--- config.mk ---
export PLATFORM = sky130hd
export DESIGN_NAME = vsd_device_flat
export DESIGN_NICKNAME = d
export VERILOG_FILES = /design/src/rtl/vsd_pkg.sv /design/src/rtl/vsd_if.sv /design/src/rtl/vsd_device.sv /design/src/rtl/vsd_sync2.sv /design/src/flat_wrapper.sv
export SDC_FILE = /design/constraint.sdc
export NUM_CORES = 1
export LEC_CHECK = 0
export ABC_AREA = 1
export BUFFER_PORTS_ARGS = -buffer_cell sky130_fd_sc_hd__buf_4
export CAP_MARGIN = 20
export CORE_MARGIN = 3
export CORE_UTILIZATION = 35
export DETAILED_ROUTE_END_ITERATION = 16
export PLACE_DENSITY = 0.54
export SLEW_MARGIN = 20
export SYNTH_ARGS = -nofsm -noshare
export SYNTH_HDL_FRONTEND = slang
export SYNTH_SLANG_ARGS = --single-unit
--- constraint.sdc ---
create_clock -name clk -period 9.1 [get_ports clk]
set_input_delay 0.91 -clock clk [delete_from_list [all_inputs] [get_ports clk]]
set_output_delay 0.91 -clock clk [all_outputs]
set_load 0.02 [all_outputs]
--- src/rtl/vsd_pkg.sv ---
package vsd_pkg;
  // data bus and register write layout
  localparam int DIN_W        = 64;  // input data bus width
  localparam int REG_ADDR_W   = 8;   // register address field width
  localparam int REG_ADDR_LSB = 24;  // address sits above the data field
  localparam int REG_DATA_W   = 24;  // register value field width
  // dma shape
  localparam int DMA_WORDS    = 4;   // words per request of either kind
  localparam int CNT_W        = 3;   // word counter width
  localparam int FIFO_W       = 32;  // video word width held per beat
  localparam int FIFO_DEPTH   = 8;   // video fifo depth in words
  localparam int FIFO_AW      = 4;   // fifo pointer width (with wrap bit)
  localparam logic [FIFO_AW-1:0] FIFO_LOW = 4'h4; // refill threshold
  // register addresses (designer choice)
  localparam logic [REG_ADDR_W-1:0] ADDR_CONTROL  = 8'hE0;
  localparam logic [REG_ADDR_W-1:0] ADDR_EXTREG   = 8'hC0;
  localparam logic [REG_ADDR_W-1:0] ADDR_HSYNC_W  = 8'h84;
  localparam logic [REG_ADDR_W-1:0] ADDR_VDISP    = 8'hB0;
  localparam logic [REG_ADDR_W-1:0] ADDR_VTOTAL   = 8'hB4;
  localparam logic [REG_ADDR_W-1:0] ADDR_HTOTAL   = 8'h80;
  // control register fields
  localparam int CTL_PDOWN_BIT = 14;  // power-down flag
  localparam int CTL_ASYNC_BIT = 0;   // asynchronous bus mode
  localparam int CTL_VRAM_BIT  = 1;   // vram mode
  localparam int CTL_CURS_BIT  = 2;   // cursor fetch request
  localparam int CTL_SND_BIT   = 3;   // sound enable
  // external register fields
  localparam int EXT_SYNC_SEL_BIT = 16; // composite when set
  localparam int EXT_SYNC_POL_BIT = 17; // inverts line sync polarity when set
  localparam int TIMER_W = 12;          // raster timer width
  // dma engine states, one-hot encoded
  typedef enum logic [2:0] {
    VSD_IDLE = 3'b001,
    VSD_REQ  = 3'b010,
    VSD_XFER = 3'b100
  } vsd_dma_state_t;
endpackage

--- src/rtl/vsd_if.sv ---
interface vsd_if;
  import vsd_pkg::*;
  logic              memory_bus_clock;        // sync mode data clock
  logic [DIN_W-1:0]  din;                     // input data bus
  logic              register_write_strobe_n; // register write
  logic              video_dma_request_n;
  logic              video_dma_ack_n;
  logic              video_or_cursor_select;
  logic              sound_dma_request_n;
  logic              sound_dma_ack_n;
  logic              vram_clock_out_n;
  logic              vram_clock_return;
  logic              vram_transfer_status;
  logic              vertical_blank_flag;
  logic              line_sync;
  logic [1:0]        ext_register_outputs;
  logic [1:0]        port_source_select;
  // video controller end
  modport dev (
    input  memory_bus_clock, din, register_write_strobe_n,
    input  video_dma_ack_n, sound_dma_ack_n, vram_clock_return,
    input  vram_transfer_status, port_source_select,
    output video_dma_request_n, video_or_cursor_select,
    output sound_dma_request_n, vram_clock_out_n, vertical_blank_flag,
    output line_sync, ext_register_outputs
  );
  // memory controller end
  modport mc (
    output memory_bus_clock, din, register_write_strobe_n,
    output video_dma_ack_n, sound_dma_ack_n, vram_clock_return,
    output vram_transfer_status, port_source_select,
    input  video_dma_request_n, video_or_cursor_select,
    input  sound_dma_request_n, vram_clock_out_n, vertical_blank_flag,
    input  line_sync, ext_register_outputs
  );
endinterface

--- src/rtl/vsd_device.sv ---
// Summary of operation
// [RL1] flyback rises on first raster outside display
// [RL2] flyback falls on first active display raster
// [RL3] host updates frame buffer during flyback
// [RL4] write strobe low writes addressed register
// [RL5] reset forces control power-down bit high
// [RL6] clock keeps running while reset held
// [RL7] sound request low, released after ack
// [RL8] each sound request carries four words
// [RL9] host holds sound ack low during dma; in async mode vsd_mem_ctrl pulses it once per word instead
// [RL10] video request low, released after ack
// [RL11] host drives video ack during dma
// [RL12] sync mode: words taken on bus clock
// [RL13] async mode: word per ack falling edge
// [RL14] vram clock only when fifo needs data
// [RL15] host inverts vram clock and returns it
// [RL16] transfer-status edge starts video dma
// [RL17] host treats that dma as transfer
// [RL18] ext bits 17:16 pick sync type, polarity
// [RL19] hsync width programmed in two-pixel steps
// [RL20] ext register bits 1:0 drive pins
// [RL21] port select picks digital output source
// [RL22] bus clock held low in async mode
// [RL23] register data on lower bus half
// [RL24] new request only after previous released
//
// Our own choices: the register offsets and the address-and-strobe port.
module vsd_device (
  input  wire logic            clk,
  input  wire logic            rst_n,
  vsd_if.dev                   bus,
  input  wire logic            fifo_pop,
  output logic [vsd_pkg::FIFO_W-1:0] fifo_word,
  output logic                 fifo_empty,
  output logic                 power_down,
  output logic [2:0]           out_port_source
);
  import vsd_pkg::*;

  // synchronised pins
  logic bclk_s, vak_s, sak_s, strb_s, qsf_s, qret_s;
  logic bclk_p, vak_p, sak_p, qsf_p, qret_p; // previous samples
  vsd_sync2 u_bclk (.clk(clk), .rst_n(rst_n),
    .d(bus.memory_bus_clock), .q(bclk_s));
  vsd_sync2 u_vak (.clk(clk), .rst_n(rst_n),
    .d(bus.video_dma_ack_n), .q(vak_s));
  vsd_sync2 u_sak (.clk(clk), .rst_n(rst_n),
    .d(bus.sound_dma_ack_n), .q(sak_s));
  vsd_sync2 u_strb (.clk(clk), .rst_n(rst_n),
    .d(bus.register_write_strobe_n), .q(strb_s));
  vsd_sync2 u_qsf (.clk(clk), .rst_n(rst_n),
    .d(bus.vram_transfer_status), .q(qsf_s));
  vsd_sync2 u_qret (.clk(clk), .rst_n(rst_n),
    .d(bus.vram_clock_return), .q(qret_s));

  // edge history of synchronised pins
  always_ff @(posedge clk or negedge rst_n) begin
    if (!rst_n) begin
      bclk_p <= 1'b0;
      vak_p  <= 1'b1;
      sak_p  <= 1'b1;
      qsf_p  <= 1'b0;
      qret_p <= 1'b0;
    end else begin
      bclk_p <= bclk_s;
      vak_p  <= vak_s;
      sak_p  <= sak_s;
      qsf_p  <= qsf_s;
      qret_p <= qret_s;
    end
  end

  logic bclk_rise, vak_fall, sak_fall, qsf_edge, qret_rise;
  assign bclk_rise = bclk_s & ~bclk_p;
  assign vak_fall  = ~vak_s & vak_p;
  assign sak_fall  = ~sak_s & sak_p;
  assign qsf_edge  = qsf_s ^ qsf_p;          // [RL16]
  assign qret_rise = qret_s & ~qret_p;

  // registers
  logic [REG_DATA_W-1:0] ctl_q, ext_q, hsw_q, vdisp_q, vtot_q, htot_q;
  logic                  strb_p;            // strobe edge history
  logic [REG_ADDR_W-1:0] waddr;
  logic [REG_DATA_W-1:0] wdata;
  assign waddr = bus.din[REG_ADDR_LSB +: REG_ADDR_W];
  assign wdata = bus.din[REG_DATA_W-1:0];

  // one register write per strobe low period
  always_ff @(posedge clk or negedge rst_n) begin
    if (!rst_n) begin
      ctl_q   <= '0;
      ext_q   <= '0;
      hsw_q   <= '0;
      vdisp_q <= '0;
      vtot_q  <= '0;
      htot_q  <= '0;
      strb_p  <= 1'b1;
    end else begin
      strb_p <= strb_s;
      if (!strb_s && strb_p) begin          // [RL4]
        case (waddr)
          ADDR_CONTROL: ctl_q   <= wdata;
          ADDR_EXTREG:  ext_q   <= wdata;
          ADDR_HSYNC_W: hsw_q   <= wdata;
          ADDR_VDISP:   vdisp_q <= wdata;
          ADDR_VTOTAL:  vtot_q  <= wdata;
          ADDR_HTOTAL:  htot_q  <= wdata;
          default: ;                        // unmapped: ignored
        endcase
      end
    end
  end

  // reset forces power-down flag, visible from reset
  logic [REG_DATA_W-1:0] ctl_view;
  always_comb begin
    ctl_view = ctl_q;
    if (!rst_n) ctl_view[CTL_PDOWN_BIT] = 1'b1; // [RL5]
  end
  assign power_down = ctl_view[CTL_PDOWN_BIT] | ~rst_n; // [RL5]

  logic async_m, vram_m;
  assign async_m = ctl_q[CTL_ASYNC_BIT];
  assign vram_m  = ctl_q[CTL_VRAM_BIT];

  // raster timing: one clk per two pixels
  logic [TIMER_W-1:0] hcnt_q, vcnt_q;
  logic line_end;
  assign line_end = (hcnt_q >= htot_q[TIMER_W-1:0]);
  always_ff @(posedge clk or negedge rst_n) begin
    if (!rst_n) begin
      hcnt_q <= '0;
      vcnt_q <= '0;
    end else if (power_down) begin
      hcnt_q <= '0;
      vcnt_q <= '0;
    end else if (line_end) begin
      hcnt_q <= '0;
      vcnt_q <= (vcnt_q >= vtot_q[TIMER_W-1:0]) ? '0 : vcnt_q + 1'b1;
    end else begin
      hcnt_q <= hcnt_q + 1'b1;
    end
  end

  // flyback flag, changes at start of a raster
  always_ff @(posedge clk or negedge rst_n) begin
    if (!rst_n) begin
      bus.vertical_blank_flag <= 1'b0;
    end else if (hcnt_q == '0) begin
      bus.vertical_blank_flag <= (vcnt_q >= vdisp_q[TIMER_W-1:0]); // [RL1] [RL2]
    end
  end

  // line sync: width counted in two-pixel units
  logic hs_raw, sync_sel;
  assign hs_raw = (hcnt_q < hsw_q[TIMER_W-1:0]);  // [RL19]
  assign sync_sel = ext_q[EXT_SYNC_SEL_BIT]
                  ? ~(hs_raw | bus.vertical_blank_flag) // composite nor
                  : hs_raw;
  always_ff @(posedge clk or negedge rst_n) begin
    if (!rst_n) begin
      bus.line_sync <= 1'b0;
    end else begin
      bus.line_sync <= sync_sel ^ ext_q[EXT_SYNC_POL_BIT]; // [RL18]
    end
  end

  // external register pins and port source
  always_ff @(posedge clk or negedge rst_n) begin
    if (!rst_n) begin
      bus.ext_register_outputs <= '0;
      out_port_source          <= '0;
    end else begin
      bus.ext_register_outputs <= ext_q[1:0];  // [RL20]
      out_port_source <= {1'b0, bus.port_source_select}; // [RL21]
    end
  end

  // video fifo
  logic [FIFO_W-1:0]  mem [FIFO_DEPTH];
  logic [FIFO_AW-1:0] wp_q, rp_q, level;
  logic               push;
  assign level      = wp_q - rp_q;
  assign fifo_empty = (level == '0);
  logic need_data;
  assign need_data  = (level <= FIFO_LOW);

  // video dma engine
  vsd_dma_state_t     vst_q;
  logic [CNT_W-1:0]   vcnt_w;
  logic               qsf_pend_q, vid_beat;
  assign vid_beat = async_m ? vak_fall                       // [RL13]
                            : (bclk_rise & ~vak_s);          // [RL12]
  // first async strobe lands while still in the request state
  assign push = (vst_q != VSD_IDLE) && !vram_m && vid_beat
                && bus.video_or_cursor_select
                || (vram_m && qret_rise);
  always_ff @(posedge clk or negedge rst_n) begin
    if (!rst_n) begin
      vst_q <= VSD_IDLE;
      vcnt_w <= '0;
      qsf_pend_q <= 1'b0;
      bus.video_dma_request_n <= 1'b1;
      bus.video_or_cursor_select <= 1'b1;
    end else begin
      if (qsf_edge) qsf_pend_q <= 1'b1;
      case (vst_q)
        VSD_IDLE: if (!power_down && vak_s &&               // [RL24]
                      (qsf_pend_q || (!vram_m && need_data)
                       || ctl_q[CTL_CURS_BIT])) begin
          bus.video_dma_request_n <= 1'b0;                   // [RL10]
          bus.video_or_cursor_select <= !ctl_q[CTL_CURS_BIT] || qsf_pend_q;
          qsf_pend_q <= qsf_edge;
          vcnt_w <= '0;
          vst_q <= VSD_REQ;
        end
        VSD_REQ: if (!vak_s) begin
          bus.video_dma_request_n <= 1'b1;                   // [RL10]
          vst_q <= VSD_XFER;
          if (!async_m && bclk_rise) vcnt_w <= vcnt_w + 1'b1;
          else if (async_m && vak_fall) vcnt_w <= vcnt_w + 1'b1;
        end
        VSD_XFER: begin
          if (vid_beat) vcnt_w <= vcnt_w + 1'b1;
          if (vcnt_w == CNT_W'(DMA_WORDS) && vak_s)
            vst_q <= VSD_IDLE;
        end
        default: vst_q <= VSD_IDLE;
      endcase
    end
  end

  // fifo storage and pointers
  always_ff @(posedge clk) begin
    if (push && level != FIFO_AW'(FIFO_DEPTH)) // never overwrite unread
      mem[wp_q[FIFO_AW-2:0]] <= bus.din[DIN_W-1 -: FIFO_W];
  end
  always_ff @(posedge clk or negedge rst_n) begin
    if (!rst_n) begin
      wp_q <= '0;
      rp_q <= '0;
      fifo_word <= '0;
    end else begin
      if (push && level != FIFO_AW'(FIFO_DEPTH)) wp_q <= wp_q + 1'b1;
      if (fifo_pop && !fifo_empty) begin
        fifo_word <= mem[rp_q[FIFO_AW-2:0]];
        rp_q <= rp_q + 1'b1;
      end
    end
  end

  // vram clock runs only while fifo is short
  always_ff @(posedge clk or negedge rst_n) begin
    if (!rst_n) bus.vram_clock_out_n <= 1'b1;
    else if (vram_m && need_data && !power_down)
      bus.vram_clock_out_n <= ~bus.vram_clock_out_n;        // [RL14]
    else bus.vram_clock_out_n <= 1'b1;
  end

  // sound dma engine
  vsd_dma_state_t   sst_q;
  logic [CNT_W-1:0] scnt_q;
  always_ff @(posedge clk or negedge rst_n) begin
    if (!rst_n) begin
      sst_q <= VSD_IDLE;
      scnt_q <= '0;
      bus.sound_dma_request_n <= 1'b1;
    end else begin
      case (sst_q)
        VSD_IDLE: if (ctl_q[CTL_SND_BIT] && !power_down && sak_s) begin
          bus.sound_dma_request_n <= 1'b0;                   // [RL7] [RL24]
          scnt_q <= '0;
          sst_q <= VSD_REQ;
        end
        VSD_REQ: if (!sak_s) begin
          bus.sound_dma_request_n <= 1'b1;                   // [RL7]
          sst_q <= VSD_XFER;
          if (async_m ? sak_fall : bclk_rise) scnt_q <= 3'h1;
        end
        VSD_XFER: begin
          if (async_m ? sak_fall : (bclk_rise & ~sak_s))
            scnt_q <= scnt_q + 1'b1;
          if (scnt_q == CNT_W'(DMA_WORDS) && sak_s)          // [RL8]
            sst_q <= VSD_IDLE;
        end
        default: sst_q <= VSD_IDLE;
      endcase
    end
  end
endmodule

--- src/rtl/vsd_sync2.sv ---
// two-stage synchroniser for pins entering the clk domain
module vsd_sync2 (
  input  wire logic clk,
  input  wire logic rst_n,
  input  wire logic d,
  output logic      q
);
  logic s1_q; // first stage, read only by second stage
  // two flops in series
  always_ff @(posedge clk or negedge rst_n) begin
    if (!rst_n) begin
      s1_q <= 1'b0;
      q    <= 1'b0;
    end else begin
      s1_q <= d;
      q    <= s1_q;
    end
  end
endmodule
--- src/flat_wrapper.sv ---
// flat-port wrapper written by rule: the top's interface ports become plain ports
module vsd_device_flat import vsd_pkg::*;
  (clk, rst_n, fifo_pop, fifo_word, fifo_empty, power_down, out_port_source, bus_memory_bus_clock, bus_din, bus_register_write_strobe_n, bus_video_dma_ack_n, bus_sound_dma_ack_n, bus_vram_clock_return, bus_vram_transfer_status, bus_port_source_select, bus_video_dma_request_n, bus_video_or_cursor_select, bus_sound_dma_request_n, bus_vram_clock_out_n, bus_vertical_blank_flag, bus_line_sync, bus_ext_register_outputs);
  vsd_if bus_i ();
  input  wire logic clk;
  input  wire logic rst_n;
  input  wire logic fifo_pop;
  output logic [vsd_pkg::FIFO_W-1:0] fifo_word;
  output logic fifo_empty;
  output logic power_down;
  output logic [2:0] out_port_source;
  input wire logic [$bits(bus_i.memory_bus_clock)-1:0] bus_memory_bus_clock;
  input wire logic [$bits(bus_i.din)-1:0] bus_din;
  input wire logic [$bits(bus_i.register_write_strobe_n)-1:0] bus_register_write_strobe_n;
  input wire logic [$bits(bus_i.video_dma_ack_n)-1:0] bus_video_dma_ack_n;
  input wire logic [$bits(bus_i.sound_dma_ack_n)-1:0] bus_sound_dma_ack_n;
  input wire logic [$bits(bus_i.vram_clock_return)-1:0] bus_vram_clock_return;
  input wire logic [$bits(bus_i.vram_transfer_status)-1:0] bus_vram_transfer_status;
  input wire logic [$bits(bus_i.port_source_select)-1:0] bus_port_source_select;
  output wire logic [$bits(bus_i.video_dma_request_n)-1:0] bus_video_dma_request_n;
  output wire logic [$bits(bus_i.video_or_cursor_select)-1:0] bus_video_or_cursor_select;
  output wire logic [$bits(bus_i.sound_dma_request_n)-1:0] bus_sound_dma_request_n;
  output wire logic [$bits(bus_i.vram_clock_out_n)-1:0] bus_vram_clock_out_n;
  output wire logic [$bits(bus_i.vertical_blank_flag)-1:0] bus_vertical_blank_flag;
  output wire logic [$bits(bus_i.line_sync)-1:0] bus_line_sync;
  output wire logic [$bits(bus_i.ext_register_outputs)-1:0] bus_ext_register_outputs;
  assign bus_i.memory_bus_clock = bus_memory_bus_clock;
  assign bus_i.din = bus_din;
  assign bus_i.register_write_strobe_n = bus_register_write_strobe_n;
  assign bus_i.video_dma_ack_n = bus_video_dma_ack_n;
  assign bus_i.sound_dma_ack_n = bus_sound_dma_ack_n;
  assign bus_i.vram_clock_return = bus_vram_clock_return;
  assign bus_i.vram_transfer_status = bus_vram_transfer_status;
  assign bus_i.port_source_select = bus_port_source_select;
  assign bus_video_dma_request_n = bus_i.video_dma_request_n;
  assign bus_video_or_cursor_select = bus_i.video_or_cursor_select;
  assign bus_sound_dma_request_n = bus_i.sound_dma_request_n;
  assign bus_vram_clock_out_n = bus_i.vram_clock_out_n;
  assign bus_vertical_blank_flag = bus_i.vertical_blank_flag;
  assign bus_line_sync = bus_i.line_sync;
  assign bus_ext_register_outputs = bus_i.ext_register_outputs;
  vsd_device u_core (.clk(clk), .rst_n(rst_n), .bus(bus_i), .fifo_pop(fifo_pop), .fifo_word(fifo_word), .fifo_empty(fifo_empty), .power_down(power_down), .out_port_source(out_port_source));
endmodule
# Word-level counts from Yosys, hierarchy flattened
# Memory sizes are Yosys's and may differ from the RTL's. A register that Yosys moved wholly into a read port is not among the register bits.
# Index checks and enable logic that the tools add are counted.
# op_classes
n_addsub	7
order_cmp	5
n_eq_ne	26
n_mux	41
bitwise	17
n_reduce_logical	49
# ops
op	n
$mux 12	5
$eq 8x8->1 const B	6
$mux 3	15
$ge 12x12->1	3
$pmux 3 s3	4
$add 12x1->12 const B	2
$logic_and 1x1->1	18
$mux 1	15
$ne 2x1->1 const B	7
$reduce_and 2->1	7
$eq 3x3->1 const B	4
$logic_not 12->1	1
$lt 12x12->1	1
$reduce_and 3->1	4
$reduce_and 5->1	2
$add 4x1->4 const B	2
$logic_not 1->1	7
$not 1->1	7
$add 3x1->3 const B	2
$and 1x1->1	6
$eq 3x1->1 const B	2
$eq 3x2->1 const B	2
$ne 3x1->1 const B	2
$reduce_bool 2->1	3
10 further kinds	18
# word_totals
regBits	154
ramBits	256
input_bits	75
output_inout_bits	45
word_cells	187
mem_count	1
# mem_list
memory	words	word_bits	read_ports	rd_ports_with_merged_regs	wr	line	rtl
u_core.mem	8	32	1	1	1	vsd_device.sv:180	logic [FIFO_W-1:0] mem [FIFO_DEPTH];

# Longest topological paths before layout
# logic_depth
depth_word	10
ltp_mapped	14
depth_no_buf	14

# Hierarchy
# From an unflattened synthesis, not the netlist that was laid out.
# hier_totals
hier_cells	1591
area_unflattened_um2	17863.4
# by_module_without_submodules
mod	instances	cells_per_inst	area_each_um2	seq_area_each_um2
vsd_device	1	1579	17563.1	11452.2
vsd_sync2	6	2	50.0	50.0

# Worst setup path before layout
# No wires, ideal clock.
# synth_timing
kind	register to register
startpoint	register u_core.rp_q[2]
endpoint	memory u_core.mem[0][0] (enable)
setup_time_ns	0.421
arrival_time_ns	3.228
required_ns	8.679
path_slack_ns	5.451
path_stages_with_launch	13
n_path_buf	1
period_less_slack_ns	3.649
cell_sequence	dfrtp_1 -> clkinv_1 -> clkbuf_1 -> ha_1 -> a21oi_1 -> nand3_1 -> nand2_1 -> inv_1 -> nand2_1 -> nand2_1 -> inv_2 -> nand2_1 -> nor2_1
# synth_via
elab_chain_cells	5
# synth_lines
item	line	rtl
start, declared	vsd_device.sv:181	logic [FIFO_AW-1:0] wp_q, rp_q, level;
start signal, assigned	vsd_device.sv:247	rp_q <= rp_q + 1'b1;
$sub 4x4->4	vsd_device.sv:183	assign level = wp_q - rp_q;
$ne 4x4->1	vsd_device.sv:235	if (push && level != FIFO_AW'(FIFO_DEPTH))
$logic_and 1x1->1	vsd_device.sv:235	
$mux 1	vsd_device.sv:235	
$mux 1 (not written as such)	vsd_device.sv:236	mem[wp_q[FIFO_AW-2:0]] <= bus.din[DIN_W-1 -: FIFO_W];
end, declared	vsd_device.sv:180	
# No other way between the ends.

# Final worst setup path
# layout_timing
startpoint	register u_core.rp_q[1]
endpoint	memory u_core.mem[6][16] (enable)
# The elaborated chain is that of the path after synthesis.

==> summary.txt <==
Global routing
  • Overflow left after global routing: 0
  • Largest net degree at the start of global routing: 70
  • First-pass GRT wire length: 63200 um
  • Tot GR Track Use: approximately 15%
  • Initial antenna violation count: 1
  • Vias in the first global route: 11500

Timing
  • Fmax: 252 MHz
  • Final setup fails: 0
  • RSZ-0062 raised after global routing: no
  • Hold Fails Final Rpt: 0
  • Setup TNS: 0 ps
  • Tmin final: 3970 ps
  • Final hold slack: ~290 ps
  • Final setup skew: 23.4 ps
  • Final Cycle Share: a little over two fifths
  • Final Max Slew Viols: 0
  • Worst-margin pin slew: ~900 ps
  • Relative slew slack: around two fifths

CTS
  • Post-CTS Setup Bufs: 0
  • Clk Latency, worst-skew pair: about 570 ps
  • H-tree levels: 2
  • Clock tree buffer depth: 3
  • Cts repair resizes: 0
  • CTS tree: done
  • Inserted Clock Buffers: between 40 and 50
  • CTS Hold Bufs: 0
  • Clock transition at path regs: 60 ps
  • Clock Sink Count: ~420
  • CTS root buffer: clkbuf_16

Logic synthesis
  • Async set-reset flop share out of synthesis: roughly 39%
  • Post-Syn Nets: 1680
  • Mapped Area: 0.0177 mm2
  • Yosys cell types: between 50 and 60
  • Number of synthesized flops with an enable pin: approximately 260
  • Mapped Avg Cell Area: 11.4 um2
  • Yosys warnings: 0
  • Sequential share of the synthesized area: between 60% and 70%
  • #FFs+latches synth: 418
  • Syn Inst Count: approximately 1500
  • Most used flip-flop cell after synthesis: edfxtp_1

Finish
  • Layout Nets: approximately 1800
  • Area occupied by multi-input gates: 0.00523 mm2
  • FF+latch area: 0.0118 mm2
  • Non-Filler Instances: ~2400
  • Post-route cell area: about 0.021 mm2
  • Share of post-route cells with drive strength above 1: 14.7%
  • Fillers: roughly 4700
  • Util after Layout: between 40% and 50%
  • P&R area growth vs syn: 18.0%

Worst setup path
  • Max incr delay on CP: ~630 ps
  • Crit path max fanout: between 60 and 70
  • Critical Path Sink Type: register
  • Crit Path Class: register to register
  • Crit path DAT: ~4200 ps
  • CP top delay family: simple AND/OR/NAND/NOR gates
  • Most used cell, CP: nand2_1
  • Worst path buffer plus inverter count: 4
  • Startpoint types: register
  • Critical Path RT: around 9300 ps
  • Crit-path slowest cell: nor3_4
  • CP Cell Sequence: buf_4 > inv_1 > ha_1 > nand2_1 > nand2_1 > nand2_1 > and2_1 > nor2_2 > nand2_1 > nand2_1 > inv_2 > nand2_1 > nor3_4 > buf_4

Hold path
  • Hold crit path type: input port to asynchronous set/reset pin

Floorplan
  • Die Span X: ~230 um
  • Top-Level Pins: 120
  • Die height: 231 um
  • Starting Density: 35.8%
  • Die area: approximately 0.053 mm2
  • Placement Rows: 81
  • Core Area: a little under 0.05 mm2

Drt
  • Drt pass-1 iters: 4
  • Wire per inst: between 15 and 20 um
  • Routed wire length: 39400 um
  • Iter 0 DRT Violations: 699
  • Vias per cell: ~4.8
  • # DRC: 0
  • Post-route ant nets: 0
  • Routed via count: approximately 11000

Power
  • Leakage: between 8 and 9 nW
  • VDD IR max: between 150 and 200 uV
  • PwrDens: ~270 mW/mm2

Placement
  • Hpwl dp: approximately 24000 um
  • RePlAce Congestion: ~0.77
  • IO buf count: about 110
  • DP Area: between 0.015 and 0.02 mm2
  • Number of placed instances, taps included: 2278

Run
  • Maxcap violations: 0

Status
  • Status: completed
[metrics by stage]
stage                     setup slack [ps]  power (W)
final                                 5130    0.00556
after global routing                  4760    0.00588
after floorplan                       5450    0.00320
after CTS                             4690    0.00564
after detailed placement              4710    0.00371
after global placement                4780    0.00369
[placed cells by master, fill, tap and decap left out, types with 3 or more instances in the layout]
master	n
a21oi_1	26
buf_4	125
bufinv_16	4
clkbuf_1	12
clkbuf_16	47
clkbuf_8	12
clkinv_1	6
clkinv_2	5
dfrtp_1	151
dfstp_2	9
edfxtp_1	256
ha_1	59
inv_1	113
inv_2	10
mux2i_1	30
nand2_1	330
nand2_2	3
nand3_1	123
nand3_2	3
nand3b_1	7
nand4_1	12
nor2_1	90
nor2_2	5
nor2_4	8
nor3_1	9
o21ai_0	56
o21ai_1	94
o221ai_1	30
o22ai_1	4
xnor2_1	3
xor2_1	19
[worst reg2reg max path: stages, from the launching register on]
cell	delay, ps
dfrtp_2	330
buf_4	580
inv_1	290
ha_1	400
nand2_1	100
nand2_1	50
nand2_1	70
and2_1	160
nor2_2	50
nand2_1	50
nand2_1	120
inv_2	110
nand2_1	250
nor3_4	630
buf_4	440
[sequential cells by signal, summed over array words and instances (netlist names), 2 cells and up]
signal,flops
u_core.bus.ext_register_outputs,2
u_core.ctl_q,5
u_core.ext_q,4
u_core.fifo_word,32
u_core.hcnt_q,12
u_core.hsw_q,12
u_core.htot_q,12
u_core.mem,256
u_core.out_port_source,2
u_core.rp_q,4
u_core.scnt_q,3
u_core.sst_q,3
u_core.vcnt_q,12
u_core.vcnt_w,3
u_core.vdisp_q,12
u_core.vst_q,3
u_core.vtot_q,12
u_core.wp_q,4
[power breakdown]
group	switching, W	leakage (nW)	internal, W
sequential	0.0000946	4.40	0.00216
combinational	0.000932	3.22	0.000463
clock	0.000745	0.777	0.00116
total	0.00177	8.40	0.00379
[final timing paths]
check,from,to,slack (ps),cells past startpoint
setup reg to reg,u_core.rp_q[1],u_core.mem[6][16],5130,14
hold reg to reg,u_core.u_strb.s1_q,u_core.u_strb.q,340,0
hold / removal,rst_n,u_core.vtot_q[6],290,1
min in group clk,u_core.u_strb.s1_q,u_core.u_strb.q,340,0
max in group asynchronous,rst_n,u_core.rp_q[0],7550,2
setup / recovery,u_core.rp_q[1],u_core.mem[6][16],5130,14
[cell type report]
cell class / instances / share of cell area, %
repair buffers: 127 / 4.61
multi-input cells: 943 / 25.1
diodes: 1 / 0.0120
clock buffers: 71 / 6.65
inverters: 127 / 2.29
flip-flops and latches: 418 / 56.4
clock inverters: 14 / 0.919
well taps: 664 / 3.99
[metal layers]
metal / vias up / GRT usage (%) / wire, um
li1: 5596 / - / -
met1: 5486 / 20.0 / 18200
met2: 165 / 25.2 / 18600
met3: 58 / 2.70 / 1640
met4: 0 / 4.63 / 885
met5: - / 0 / 0
[synthesized netlist by cell type, types with 3 or more instances]
cell type | number | area share (%)
ha_1 | 59 | 4.2
o22ai_1 | 4 | 0.14
nand4_1 | 12 | 0.42
o21ai_0 | 56 | 1.6
nand3_1 | 124 | 3.5
nor2_2 | 5 | 0.18
nand2_2 | 3 | 0.11
dfstp_2 | 9 | 1.3
mux2i_1 | 30 | 1.7
dfrtp_1 | 153 | 22
inv_1 | 114 | 2.4
a21oi_1 | 26 | 0.74
clkbuf_1 | 28 | 0.59
o221ai_1 | 30 | 1.5
o21ai_1 | 94 | 2.7
inv_2 | 10 | 0.21
nand2_1 | 330 | 7.0
xnor2_1 | 3 | 0.15
nor3_1 | 9 | 0.25
buf_4 | 6 | 0.25
buf_2 | 22 | 0.62
nand3b_1 | 7 | 0.30
xor2_1 | 19 | 0.94
nor2_1 | 97 | 2.1
edfxtp_1 | 256 | 44
[cells by family after synthesis]
group	after synthesis	share of synthesized area [%]
AO/OA/AOI/OAI	222	7.13
XOR/XNOR	22	1.09
adder cells (fa/ha/maj)	59	4.18
buffers and inverters	185	4.22
flip-flops	418	66.5
multiplexers	32	1.83
other	1	0.0212
AND/OR/NAND/NOR	607	15.0
Power figures use the tool's default switching activity.
